<file path="src/drbk_pkg.sv">
package drbk_pkg;
  // mode-register addresses
  localparam logic [7:0] MA_BASIC_CONFIG_THREE = 8'h07;
  localparam logic [7:0] MA_BASIC_CONFIG_FOUR = 8'h08;
  localparam logic [7:0] MA_VENDOR_TEST_REG = 8'h09;
  localparam logic [7:0] MA_IO_CALIBRATION_REG = 8'h0A;
  localparam logic [7:0] MA_TERMINATION_FEATURE_REG = 8'h0B;
  localparam logic [7:0] MA_CA_REFERENCE_REG = 8'h0C;
  localparam logic [7:0] MA_TRAINING_AND_SETPOINT_REG = 8'h0D;
  // field positions
  localparam int SE_SUPPORT_BIT = 0;
  localparam int REVISION_LSB = 1;
  localparam int TYPE_LSB = 0;
  localparam int DENSITY_LSB = 2;
  localparam int WIDTH_LSB = 6;
  localparam int CAL_DEFAULT_RESET_BIT = 0;
  localparam int REF_LEVEL_LSB = 0;
  localparam int REF_RANGE_BIT = 6;
  localparam int SETPOINT_WRITE_BIT = 6;
  localparam int SETPOINT_OPERATE_BIT = 7;
  // encodings and reset values
  localparam logic [1:0] TYPE_SIXTEEN_PREFETCH = 2'h0;
  localparam logic [1:0] WIDTH_X16_PER_CHANNEL = 2'h0;
  localparam logic [5:0] REF_LEVEL_CODE_MAX = 6'h32;
  localparam logic [6:0] CA_REFERENCE_RESET = 7'h4D;
  localparam logic [7:0] TERMINATION_RESET = 8'h00;
  localparam logic [7:0] READ_ZERO = 8'h00;
  // cycles after reset release before the calibration strap is caught
  localparam logic [2:0] STRAP_WAIT_CYCLES = 3'h5;
  localparam int SYNC_STAGES = 3;

  typedef struct packed {
    logic mrw;
    logic mrr;
    logic cal;
    logic [7:0] ma;
    logic [7:0] op;
  } drbk_cmd_s;

  typedef enum logic [2:0] {
    ST_IDLE = 3'b001,
    ST_EXEC = 3'b010,
    ST_DRIVE = 3'b100
  } drbk_state_e;

  function automatic logic drbk_hit(input logic [7:0] ma, input logic [7:0] addr);
    drbk_hit = (ma == addr);
  endfunction
endpackage

</file>
<file path="src/drbk_sync.sv">
`timescale 1ns/1ns
// three-stage synchroniser; the output moves only when stages two and three agree
module drbk_sync #(
  parameter int W = 1
) (
  input wire logic clk,
  input wire logic rst_n,
  input wire logic [W-1:0] d,
  output logic [W-1:0] q
);
  logic [W-1:0] s1_r;
  logic [W-1:0] s2_r;
  logic [W-1:0] s3_r;

  always_ff @(posedge clk or negedge rst_n)
  begin
    if (!rst_n)
    begin
      s1_r <= '0;
      s2_r <= '0;
      s3_r <= '0;
      q <= '0;
    end
    else
    begin
      s1_r <= d;
      s2_r <= s1_r;
      s3_r <= s2_r;
      if (s2_r == s3_r)
      begin
        q <= s3_r;
      end
    end
  end
endmodule

</file>
<file path="src/drbk_setpoint.sv">
`timescale 1ns/1ns
// two physical copies of one mode-register field
module drbk_setpoint #(
  parameter int W = 8,
  parameter logic [W-1:0] RESET_VAL = '0
) (
  input wire logic clk,
  input wire logic rst_n,
  input wire logic wr_en,
  input wire logic wr_sel,
  input wire logic op_sel,
  input wire logic [W-1:0] wdata,
  output logic [W-1:0] rd_data,
  output logic [W-1:0] act_data
);
  logic [W-1:0] copy_r [2];

  genvar g;
  generate
    for (g = 0; g < 2; g++)
    begin : gen_copy
      always_ff @(posedge clk or negedge rst_n)
      begin
        if (!rst_n)
        begin
          copy_r[g] <= RESET_VAL;
        end
        // RL16: selected copy written
        else if (wr_en && (wr_sel == 1'(g)))
        begin
          copy_r[g] <= wdata;
        end
      end
    end
  endgenerate

  // RL16: readback from write copy
  assign rd_data = copy_r[wr_sel];
  // RL17: operate from active copy
  assign act_data = copy_r[op_sel];
endmodule

</file>
<file path="src/drbk_mode_regs.sv">
`timescale 1ns/1ns
// What the document requires
// RL1: eight-bit address selects each mode register
// RL2: bit 0 reports single-ended support
// RL3: controller enables single-ended only if supported
// RL4: bits 7..1 report secondary revision code
// RL5: type field reports sixteen-prefetch code
// RL6: density field read-only, codes 0..6
// RL7: width field reports sixteen bits per channel
// RL8: controller writes only zero to test register
// RL9: calibration bit 0 write-only default reset
// RL10: grounded calibration pin ignores calibration commands
// RL11: reference level code six bits, max 110010
// RL12: bit 6 selects reference range, default one
// RL13: reference setting held until overwritten or reset
// RL14: read drives eight bits, reserved bits zero
// RL15: level write goes to write-selected copy
// RL16: access only the write-selected copy
// RL17: operate only from operation-selected copy
// RL18: writes to read-only fields are ignored
module drbk_mode_regs #(
  // value is arbitrary
  parameter logic [6:0] REVISION_CODE = 7'h2A,
  parameter logic SE_SUPPORTED = 1'b0,
  parameter logic [3:0] DENSITY_CODE = 4'h4
) (
  input wire logic REF_CLK,
  input wire logic RST_N,
  input wire logic CK,
  input wire logic CMD_MRW,
  input wire logic CMD_MRR,
  input wire logic CMD_CAL,
  input wire logic [7:0] CMD_MA,
  input wire logic [7:0] CMD_OP,
  input wire logic CAL_PIN_TO_RESISTOR,
  input wire logic [7:0] DQ_IN,
  output logic [7:0] DQ_OUT,
  output logic DQ_OE,
  output logic [5:0] CA_REF_LEVEL,
  output logic CA_REF_RANGE,
  output logic [7:0] TERM_FEATURE,
  output logic SETPOINT_WRITE,
  output logic SETPOINT_OPERATE,
  output logic CAL_USE_DEFAULT,
  output logic CAL_RUN,
  output logic CAL_DEFAULT_RESET
);
  drbk_pkg::drbk_cmd_s cmd_raw;
  drbk_pkg::drbk_cmd_s cmd_sync;
  drbk_pkg::drbk_cmd_s cmd_r;
  drbk_pkg::drbk_cmd_s cmd_nxt;
  drbk_pkg::drbk_state_e state_r;
  drbk_pkg::drbk_state_e state_nxt;
  logic ck_sync;
  logic ck_d_r;
  logic ck_rise;
  logic strap_sync;
  logic [2:0] strap_cnt_r;
  logic strap_done_r;
  logic strap_resistor_r;
  logic sp_write_r;
  logic sp_write_nxt;
  logic sp_operate_r;
  logic sp_operate_nxt;
  logic exec;
  logic wr_exec;
  logic rd_exec;
  logic wr_ca;
  logic wr_term;
  logic wr_sp;
  logic wr_cal;
  logic level_ok;
  logic [6:0] ca_rd;
  logic [6:0] ca_act;
  logic [7:0] term_rd;
  logic [7:0] term_act;
  logic [7:0] basic_config_three;
  logic [7:0] basic_config_four;
  logic [7:0] setpoint_rd;
  logic [7:0] rd_data;
  logic [7:0] dq_out_nxt;
  logic dq_oe_nxt;
  logic cal_run_nxt;
  logic cal_reset_nxt;

  assign cmd_raw = '{mrw: CMD_MRW, mrr: CMD_MRR, cal: CMD_CAL, ma: CMD_MA, op: CMD_OP};

  // command pins and the command clock settle through the same depth, so the
  // command seen at a detected clock rise is the one set up for that edge
  drbk_sync #(.W($bits(drbk_pkg::drbk_cmd_s))) u_cmd_sync (
    .clk(REF_CLK),
    .rst_n(RST_N),
    .d(cmd_raw),
    .q(cmd_sync)
  );

  drbk_sync #(.W(1)) u_ck_sync (
    .clk(REF_CLK),
    .rst_n(RST_N),
    .d(CK),
    .q(ck_sync)
  );

  drbk_sync #(.W(1)) u_strap_sync (
    .clk(REF_CLK),
    .rst_n(RST_N),
    .d(CAL_PIN_TO_RESISTOR),
    .q(strap_sync)
  );

  assign ck_rise = ck_sync && !ck_d_r;

  // command sequencer
  always_comb
  begin
    state_nxt = state_r;
    cmd_nxt = cmd_r;
    case (state_r)
      drbk_pkg::ST_IDLE:
      begin
        if (ck_rise)
        begin
          cmd_nxt = cmd_sync;
          state_nxt = drbk_pkg::ST_EXEC;
        end
      end
      drbk_pkg::ST_EXEC:
      begin
        state_nxt = cmd_r.mrr ? drbk_pkg::ST_DRIVE : drbk_pkg::ST_IDLE;
      end
      drbk_pkg::ST_DRIVE:
      begin
        // read data stands until the next command-clock rise
        if (ck_rise)
        begin
          cmd_nxt = cmd_sync;
          state_nxt = drbk_pkg::ST_EXEC;
        end
      end
      default:
      begin
        state_nxt = drbk_pkg::ST_IDLE;
      end
    endcase
  end

  // RL1: address decode
  assign exec = (state_r == drbk_pkg::ST_EXEC);
  assign wr_exec = exec && cmd_r.mrw;
  assign rd_exec = exec && cmd_r.mrr;
  // RL11: reserved codes not stored
  assign level_ok = (cmd_r.op[5:0] <= drbk_pkg::REF_LEVEL_CODE_MAX);
  // RL12: range written with level
  assign wr_ca = wr_exec && drbk_pkg::drbk_hit(cmd_r.ma, drbk_pkg::MA_CA_REFERENCE_REG) && level_ok;
  assign wr_term = wr_exec && drbk_pkg::drbk_hit(cmd_r.ma, drbk_pkg::MA_TERMINATION_FEATURE_REG);
  assign wr_sp = wr_exec && drbk_pkg::drbk_hit(cmd_r.ma, drbk_pkg::MA_TRAINING_AND_SETPOINT_REG);
  assign wr_cal = wr_exec && drbk_pkg::drbk_hit(cmd_r.ma, drbk_pkg::MA_IO_CALIBRATION_REG);

  // only the two selector bits of the set-point register live here
  assign sp_write_nxt = wr_sp ? cmd_r.op[drbk_pkg::SETPOINT_WRITE_BIT] : sp_write_r;
  assign sp_operate_nxt = wr_sp ? cmd_r.op[drbk_pkg::SETPOINT_OPERATE_BIT] : sp_operate_r;

  // RL15: level to write-selected copy
  // RL13: held until write or reset
  drbk_setpoint #(.W(7), .RESET_VAL(drbk_pkg::CA_REFERENCE_RESET)) u_ca_ref (
    .clk(REF_CLK),
    .rst_n(RST_N),
    .wr_en(wr_ca),
    .wr_sel(sp_write_r),
    .op_sel(sp_operate_r),
    .wdata(cmd_r.op[6:0]),
    .rd_data(ca_rd),
    .act_data(ca_act)
  );

  drbk_setpoint #(.W(8), .RESET_VAL(drbk_pkg::TERMINATION_RESET)) u_term (
    .clk(REF_CLK),
    .rst_n(RST_N),
    .wr_en(wr_term),
    .wr_sel(sp_write_r),
    .op_sel(sp_operate_r),
    .wdata(cmd_r.op),
    .rd_data(term_rd),
    .act_data(term_act)
  );

  // RL18: no write path here
  // RL2: single-ended support bit
  // RL4: revision code field
  assign basic_config_three = {REVISION_CODE, SE_SUPPORTED};
  // RL5: type field
  // RL6: density field
  // RL7: width field
  assign basic_config_four = {drbk_pkg::WIDTH_X16_PER_CHANNEL, DENSITY_CODE, drbk_pkg::TYPE_SIXTEEN_PREFETCH};
  assign setpoint_rd = {sp_operate_r, sp_write_r, 6'h00};

  // RL14: read mux, reserved bits zero
  assign rd_data =
    drbk_pkg::drbk_hit(cmd_r.ma, drbk_pkg::MA_BASIC_CONFIG_THREE) ? basic_config_three :
    drbk_pkg::drbk_hit(cmd_r.ma, drbk_pkg::MA_BASIC_CONFIG_FOUR) ? basic_config_four :
    drbk_pkg::drbk_hit(cmd_r.ma, drbk_pkg::MA_TERMINATION_FEATURE_REG) ? term_rd :
    drbk_pkg::drbk_hit(cmd_r.ma, drbk_pkg::MA_CA_REFERENCE_REG) ? {1'b0, ca_rd} :
    drbk_pkg::drbk_hit(cmd_r.ma, drbk_pkg::MA_TRAINING_AND_SETPOINT_REG) ? setpoint_rd :
    drbk_pkg::READ_ZERO;

  assign dq_out_nxt = rd_exec ? rd_data : (ck_rise ? drbk_pkg::READ_ZERO : DQ_OUT);
  assign dq_oe_nxt = rd_exec ? 1'b1 : (ck_rise ? 1'b0 : DQ_OE);

  // RL10: grounded pin ignores calibration
  assign cal_run_nxt = exec && cmd_r.cal && strap_resistor_r;
  // RL9: default calibration reset pulse
  assign cal_reset_nxt = wr_cal && cmd_r.op[drbk_pkg::CAL_DEFAULT_RESET_BIT] && strap_resistor_r;

  always_ff @(posedge REF_CLK or negedge RST_N)
  begin
    if (!RST_N)
    begin
      state_r <= drbk_pkg::ST_IDLE;
      cmd_r <= '0;
      ck_d_r <= 1'b0;
      sp_write_r <= 1'b0;
      sp_operate_r <= 1'b0;
    end
    else
    begin
      state_r <= state_nxt;
      cmd_r <= cmd_nxt;
      ck_d_r <= ck_sync;
      sp_write_r <= sp_write_nxt;
      sp_operate_r <= sp_operate_nxt;
    end
  end

  // the strap is caught once the synchroniser has settled; it must not move later
  always_ff @(posedge REF_CLK or negedge RST_N)
  begin
    if (!RST_N)
    begin
      strap_cnt_r <= 3'h0;
      strap_done_r <= 1'b0;
      strap_resistor_r <= 1'b0;
    end
    else if (!strap_done_r)
    begin
      strap_cnt_r <= strap_cnt_r + 3'h1;
      if (strap_cnt_r == drbk_pkg::STRAP_WAIT_CYCLES)
      begin
        strap_done_r <= 1'b1;
        strap_resistor_r <= strap_sync;
      end
    end
  end

  // RL17: set-point outputs follow active copy
  always_ff @(posedge REF_CLK or negedge RST_N)
  begin
    if (!RST_N)
    begin
      DQ_OUT <= drbk_pkg::READ_ZERO;
      DQ_OE <= 1'b0;
      CA_REF_LEVEL <= drbk_pkg::CA_REFERENCE_RESET[5:0];
      CA_REF_RANGE <= drbk_pkg::CA_REFERENCE_RESET[drbk_pkg::REF_RANGE_BIT];
      TERM_FEATURE <= drbk_pkg::TERMINATION_RESET;
      SETPOINT_WRITE <= 1'b0;
      SETPOINT_OPERATE <= 1'b0;
      CAL_USE_DEFAULT <= 1'b1;
      CAL_RUN <= 1'b0;
      CAL_DEFAULT_RESET <= 1'b0;
    end
    else
    begin
      DQ_OUT <= dq_out_nxt;
      DQ_OE <= dq_oe_nxt;
      CA_REF_LEVEL <= ca_act[5:0];
      CA_REF_RANGE <= ca_act[drbk_pkg::REF_RANGE_BIT];
      TERM_FEATURE <= term_act;
      SETPOINT_WRITE <= sp_write_r;
      SETPOINT_OPERATE <= sp_operate_r;
      CAL_USE_DEFAULT <= !strap_resistor_r;
      CAL_RUN <= cal_run_nxt;
      CAL_DEFAULT_RESET <= cal_reset_nxt;
    end
  end
endmodule

</file>
<file path="config.mk">
export PLATFORM = sky130hd
export DESIGN_NAME = drbk_mode_regs
export DESIGN_NICKNAME = d
export VERILOG_FILES = /design/src/drbk_pkg.sv /design/src/drbk_sync.sv /design/src/drbk_setpoint.sv /design/src/drbk_mode_regs.sv
export SDC_FILE = /design/constraint.sdc
export NUM_CORES = 1
export LEC_CHECK = 0
export ABC_AREA = 0
export BUFFER_PORTS_ARGS = -buffer_cell sky130_fd_sc_hd__clkbuf_2
export CORE_UTILIZATION = 60
export CTS_BUF_LIST = sky130_fd_sc_hd__clkbuf_2
export CTS_CLUSTER_DIAMETER = 120
export DETAILED_ROUTE_END_ITERATION = 10
export GPL_TIMING_DRIVEN = 0
export PLACE_DENSITY = 0.87
export SETUP_SLACK_MARGIN = 0.1
export SYNTH_ARGS = -nofsm -noshare
export SYNTH_HDL_FRONTEND = slang
export SYNTH_SLANG_ARGS = --single-unit
</file>
<file path="constraint.sdc">
create_clock -name REF_CLK -period 2.58 [get_ports REF_CLK]
set_input_delay 0.258 -clock REF_CLK [delete_from_list [all_inputs] [get_ports REF_CLK]]
set_output_delay 0.258 -clock REF_CLK [all_outputs]
set_load 0.005 [all_outputs]
</file>
==> impl_results.md <==
* Syn Inst Count at between 400 and 500
* Inserted Clock Buffers at 17
* FF-to-FF path depth at 4
* Power density over the cells at between 600 and 700 nW/µm²
* Post-synthesis mux area share at 0.175
* Most common cell in the netlist: dfrtp_1
* Root Driver: clkbuf_2
* Hold Crit Class: in -> reg
* Fin. max-slew vios at 0
* Tot GR Track Use at 0.214
* Synth-to-Final Area Change at 15.2%
* Place WS at about 0.31 ns
* Syn nets at roughly 440
* IO Count at 60
* Post-synth top area cell: dfrtp_1
* Port Buffers at 51
* Status: completed
* Static Leak at about 3.5 nW
* Std-Cell Core Area at about 10000 µm²
* Synth Flop Type: dfrtp_1
* Max Buffers Root-to-Sink at 2
* FFs w/ async S/R, synth at 1.00
* Largest net degree at the start of global routing at 120
* Initial cell density of the core at 0.617
* Number of fill cells at between 600 and 700
* Commonest cells in the netlist: 159 x dfrtp_1, 85 x mux2_2, 22 x xnor2_1
* Tmin final at ~2.3 ns
* Synth Area in Adders at 0.00710
* Net Switching at 1.07 mW
* Placer Congestion at roughly 0.84
* Worst Setup Start Kind: flop
* Chip height at 105 µm
* CP Max Fanout at 7
* Reg clk slew, reported paths at 0.23 ns
* Sequential share of power at 0.639
* Fmax at approximately 0.44 GHz
* Share of cells above drive strength 1 at 0.380
* Iter 0 DRT Violations at between 100 and 150
* Post-synthesis register bit count at between 150 and 200
* FP Rows at 37
* RSZ-0062 raised after global routing: no
* Buf+Inv Stages, Crit Path at 0
* Worst hold margin at 0.166 ns
* Antenna viol nets, final at 0
* Synth unique cells at 38
* Relative slew slack at 0.569
* EDFF count, synth at 0
* Via/cell ratio at around 5.4
* Synth Cell Area at 6340 µm²
* RR Startpoint: cmd_r[13]
* Final Hold Viols at 0
* Top-area cell type share of the netlist area at 0.627
* Die footprint at approximately 11000 µm²
* Internal power at between 3 and 4 mW
* Setup CP Type: reg -> reg
* DRC at 0
* Period utilization at 0.888
* Vias in the first global route at around 3600
* Clk Latency, worst-skew pair at around 0.72 ns
* CTS tree: done
* Critical Path, Cell by Cell: nor4_4, nand4_4, nor4b_4, mux2_2
* Combinational Power Share at 0.041
* Max-Cap Viols at 0
* Post-Synth XOR/XNOR Area at 0.0304
* Seq/Total Area, Yosys at 0.685
* Worst-margin pin slew at approximately 0.65 ns
* Slowest cell on the critical path: nor4b_4
* Top delay family on crit path: simple AND/OR/NAND/NOR gates
* Max stage delay on crit path at 0.65 ns
* Average size of a mapped cell at 15.8 µm²
* WP data required at about 3.2 ns
* Peak VDD IR at 613 µV
* Synth Area in Compound Gates at 0.0296
* Synth area leaders: dfrtp_1 63%, mux2_2 15%, dfstp_2 5.8%
* Die width at between 100 and 150 µm
* # setup viols final at 0
* Worst setup EP type: flop
* Hold EP: u_ck_sync.s1_r
* Final Worst Setup Slack at roughly 0.29 ns
* Routed length per placed instance at 16.3 µm
* R2R Path End: u_ca_ref.copy_r[5]
* Sw frac at 0.243
* Number of gates resized after cts at 0
* Clk pwr share at 0.320
* Drt pass-1 iters at 4
* First-pass GRT wire length at roughly 18 mm
* Reg2reg setup slack at about 0.29 ns
* Clock Sinks at 173
* Detailed-route via count at approximately 3500
* Global-route congestion overflow total at 0
* Htree depth at 4
* Hold wc startpoint: CK
* Nets at 530
* Ant diodes at 0
* Antenna violations before repair at 0
* Largest family of logic cells by synthesized area: multiplexers
* Yosys warnings at 0
* Crit path DAT at about 2.9 ns
* Hold Path Depth at 2
* Worst Skew at roughly 0.019 ns
* Simple-gate portion of the synthesized area at 0.0608
* DPL Wire Length at ~7.0 mm
* Drt total wl at 10.5 mm
## stage by stage
step                       util  setup TNS [ns]  power, mW  instance area [µm²]  cells
after global routing      0.711               0       4.60                 7310    646
after global placement    0.659         -239.11       3.00                 6770    589
after floorplan               -               0       2.92                 6340    402
after detailed placement  0.662               0       3.02                 6800    590
final                     0.711               0       4.42                 7310    646
after CTS                 0.711               0       4.45                 7310    646
## worst reg2reg max path: stages (launching register included)
cell     delay, ns
dfrtp_1       0.46
nor4_4        0.45
nand4_4       0.25
nor4b_4       0.66
mux2_2        0.40
## cells by family after synthesis
kind of cell             after synthesis
adder cells (fa/ha/maj)                4
XOR/XNOR                              22
AO/OA/AOI/OAI                         30
buffers and inverters                 17
multiplexers                         100
flip-flops                           173
AND/OR/NAND/NOR                       56
## state kept, by name (all words and copies together), names as in the netlist, 3 cells and up
name	cells
u_ca_ref.copy_r	14
u_cmd_sync.s2_r	19
u_cmd_sync.q	19
u_term.copy_r	16
DQ_OUT	8
CA_REF_LEVEL	6
strap_cnt_r	3
TERM_FEATURE	8
cmd_r	19
u_cmd_sync.s3_r	19
state_r	3
u_cmd_sync.s1_r	19
## how the worst max path moves through the flow
| stage | slack (ns) | end | startpoint | cells past startpoint |
|---|---|---|---|---|
| after floorplan | 0.64 | u_ca_ref.copy_r[1] | cmd_r[13] | 4 |
| after global placement | -1.48 | u_cmd_sync.s1_r[3] | RST_N | 1 |
| after detailed placement | 0.31 | u_ca_ref.copy_r[5] | cmd_r[13] | 4 |
| after CTS | 0.29 | u_ca_ref.copy_r[5] | cmd_r[12] | 4 |
| after global routing | 0.17 | u_ca_ref.copy_r[1] | cmd_r[12] | 4 |
| final | 0.29 | u_ca_ref.copy_r[5] | cmd_r[13] | 4 |
## repair_timing
action | CTS | global route
hold buffers | 24 | 0
buffers inserted | 0 | 0
endpoints found under the hold margin | 191 | 0
## routing by layer
layer,vias to the layer above,wire length [µm],track usage
met3,27,315,0.0405
li1,1616,-,-
met5,-,0,0
met1,1758,4560,0.265
met2,80,5310,0.353
met4,0,345,0.125
## layout by cell type, fill, tap and decap left out, types with 4 or more instances in the layout
cell           instances
nor3_1                 4
nor2_1                 6
xnor2_1               22
o21ai_0                5
a21oi_1                8
o22ai_1                6
clkbuf_2              68
nand2_1               13
clkbuf_1               9
nand2b_1               4
dfstp_2               14
nand3_1                6
inv_1                  5
dlygate4sd3_1         23
dfrtp_1              159
mux2i_1               12
clkinv_4               6
mux2_2                85
nand4_1                5
## power by group through the flow
| stage | clock network, mW | registers (mW) | logic (mW) |
|---|---|---|---|
| global placement | 0 | 2.86 | 0.142 |
| detailed placement | 0 | 2.87 | 0.154 |
| floorplan | 0 | 2.85 | 0.0666 |
| global route | 1.56 | 2.83 | 0.205 |
| CTS | 1.45 | 2.82 | 0.187 |
| finish | 1.41 | 2.82 | 0.182 |
## cell type report
type                       instances  area [µm²]  share of cell area
timing repair buffer              76         542              0.0742
buffer                            12        55.1             0.00754
clock buffer                      18        90.1              0.0123
multi-input combinational        212        1920               0.263
inverter                           5        18.8             0.00257
tap                              136         170              0.0233
sequential                       173        4350               0.595
clock inverter                    14         161              0.0221
(Power assumes the default switching activity.)
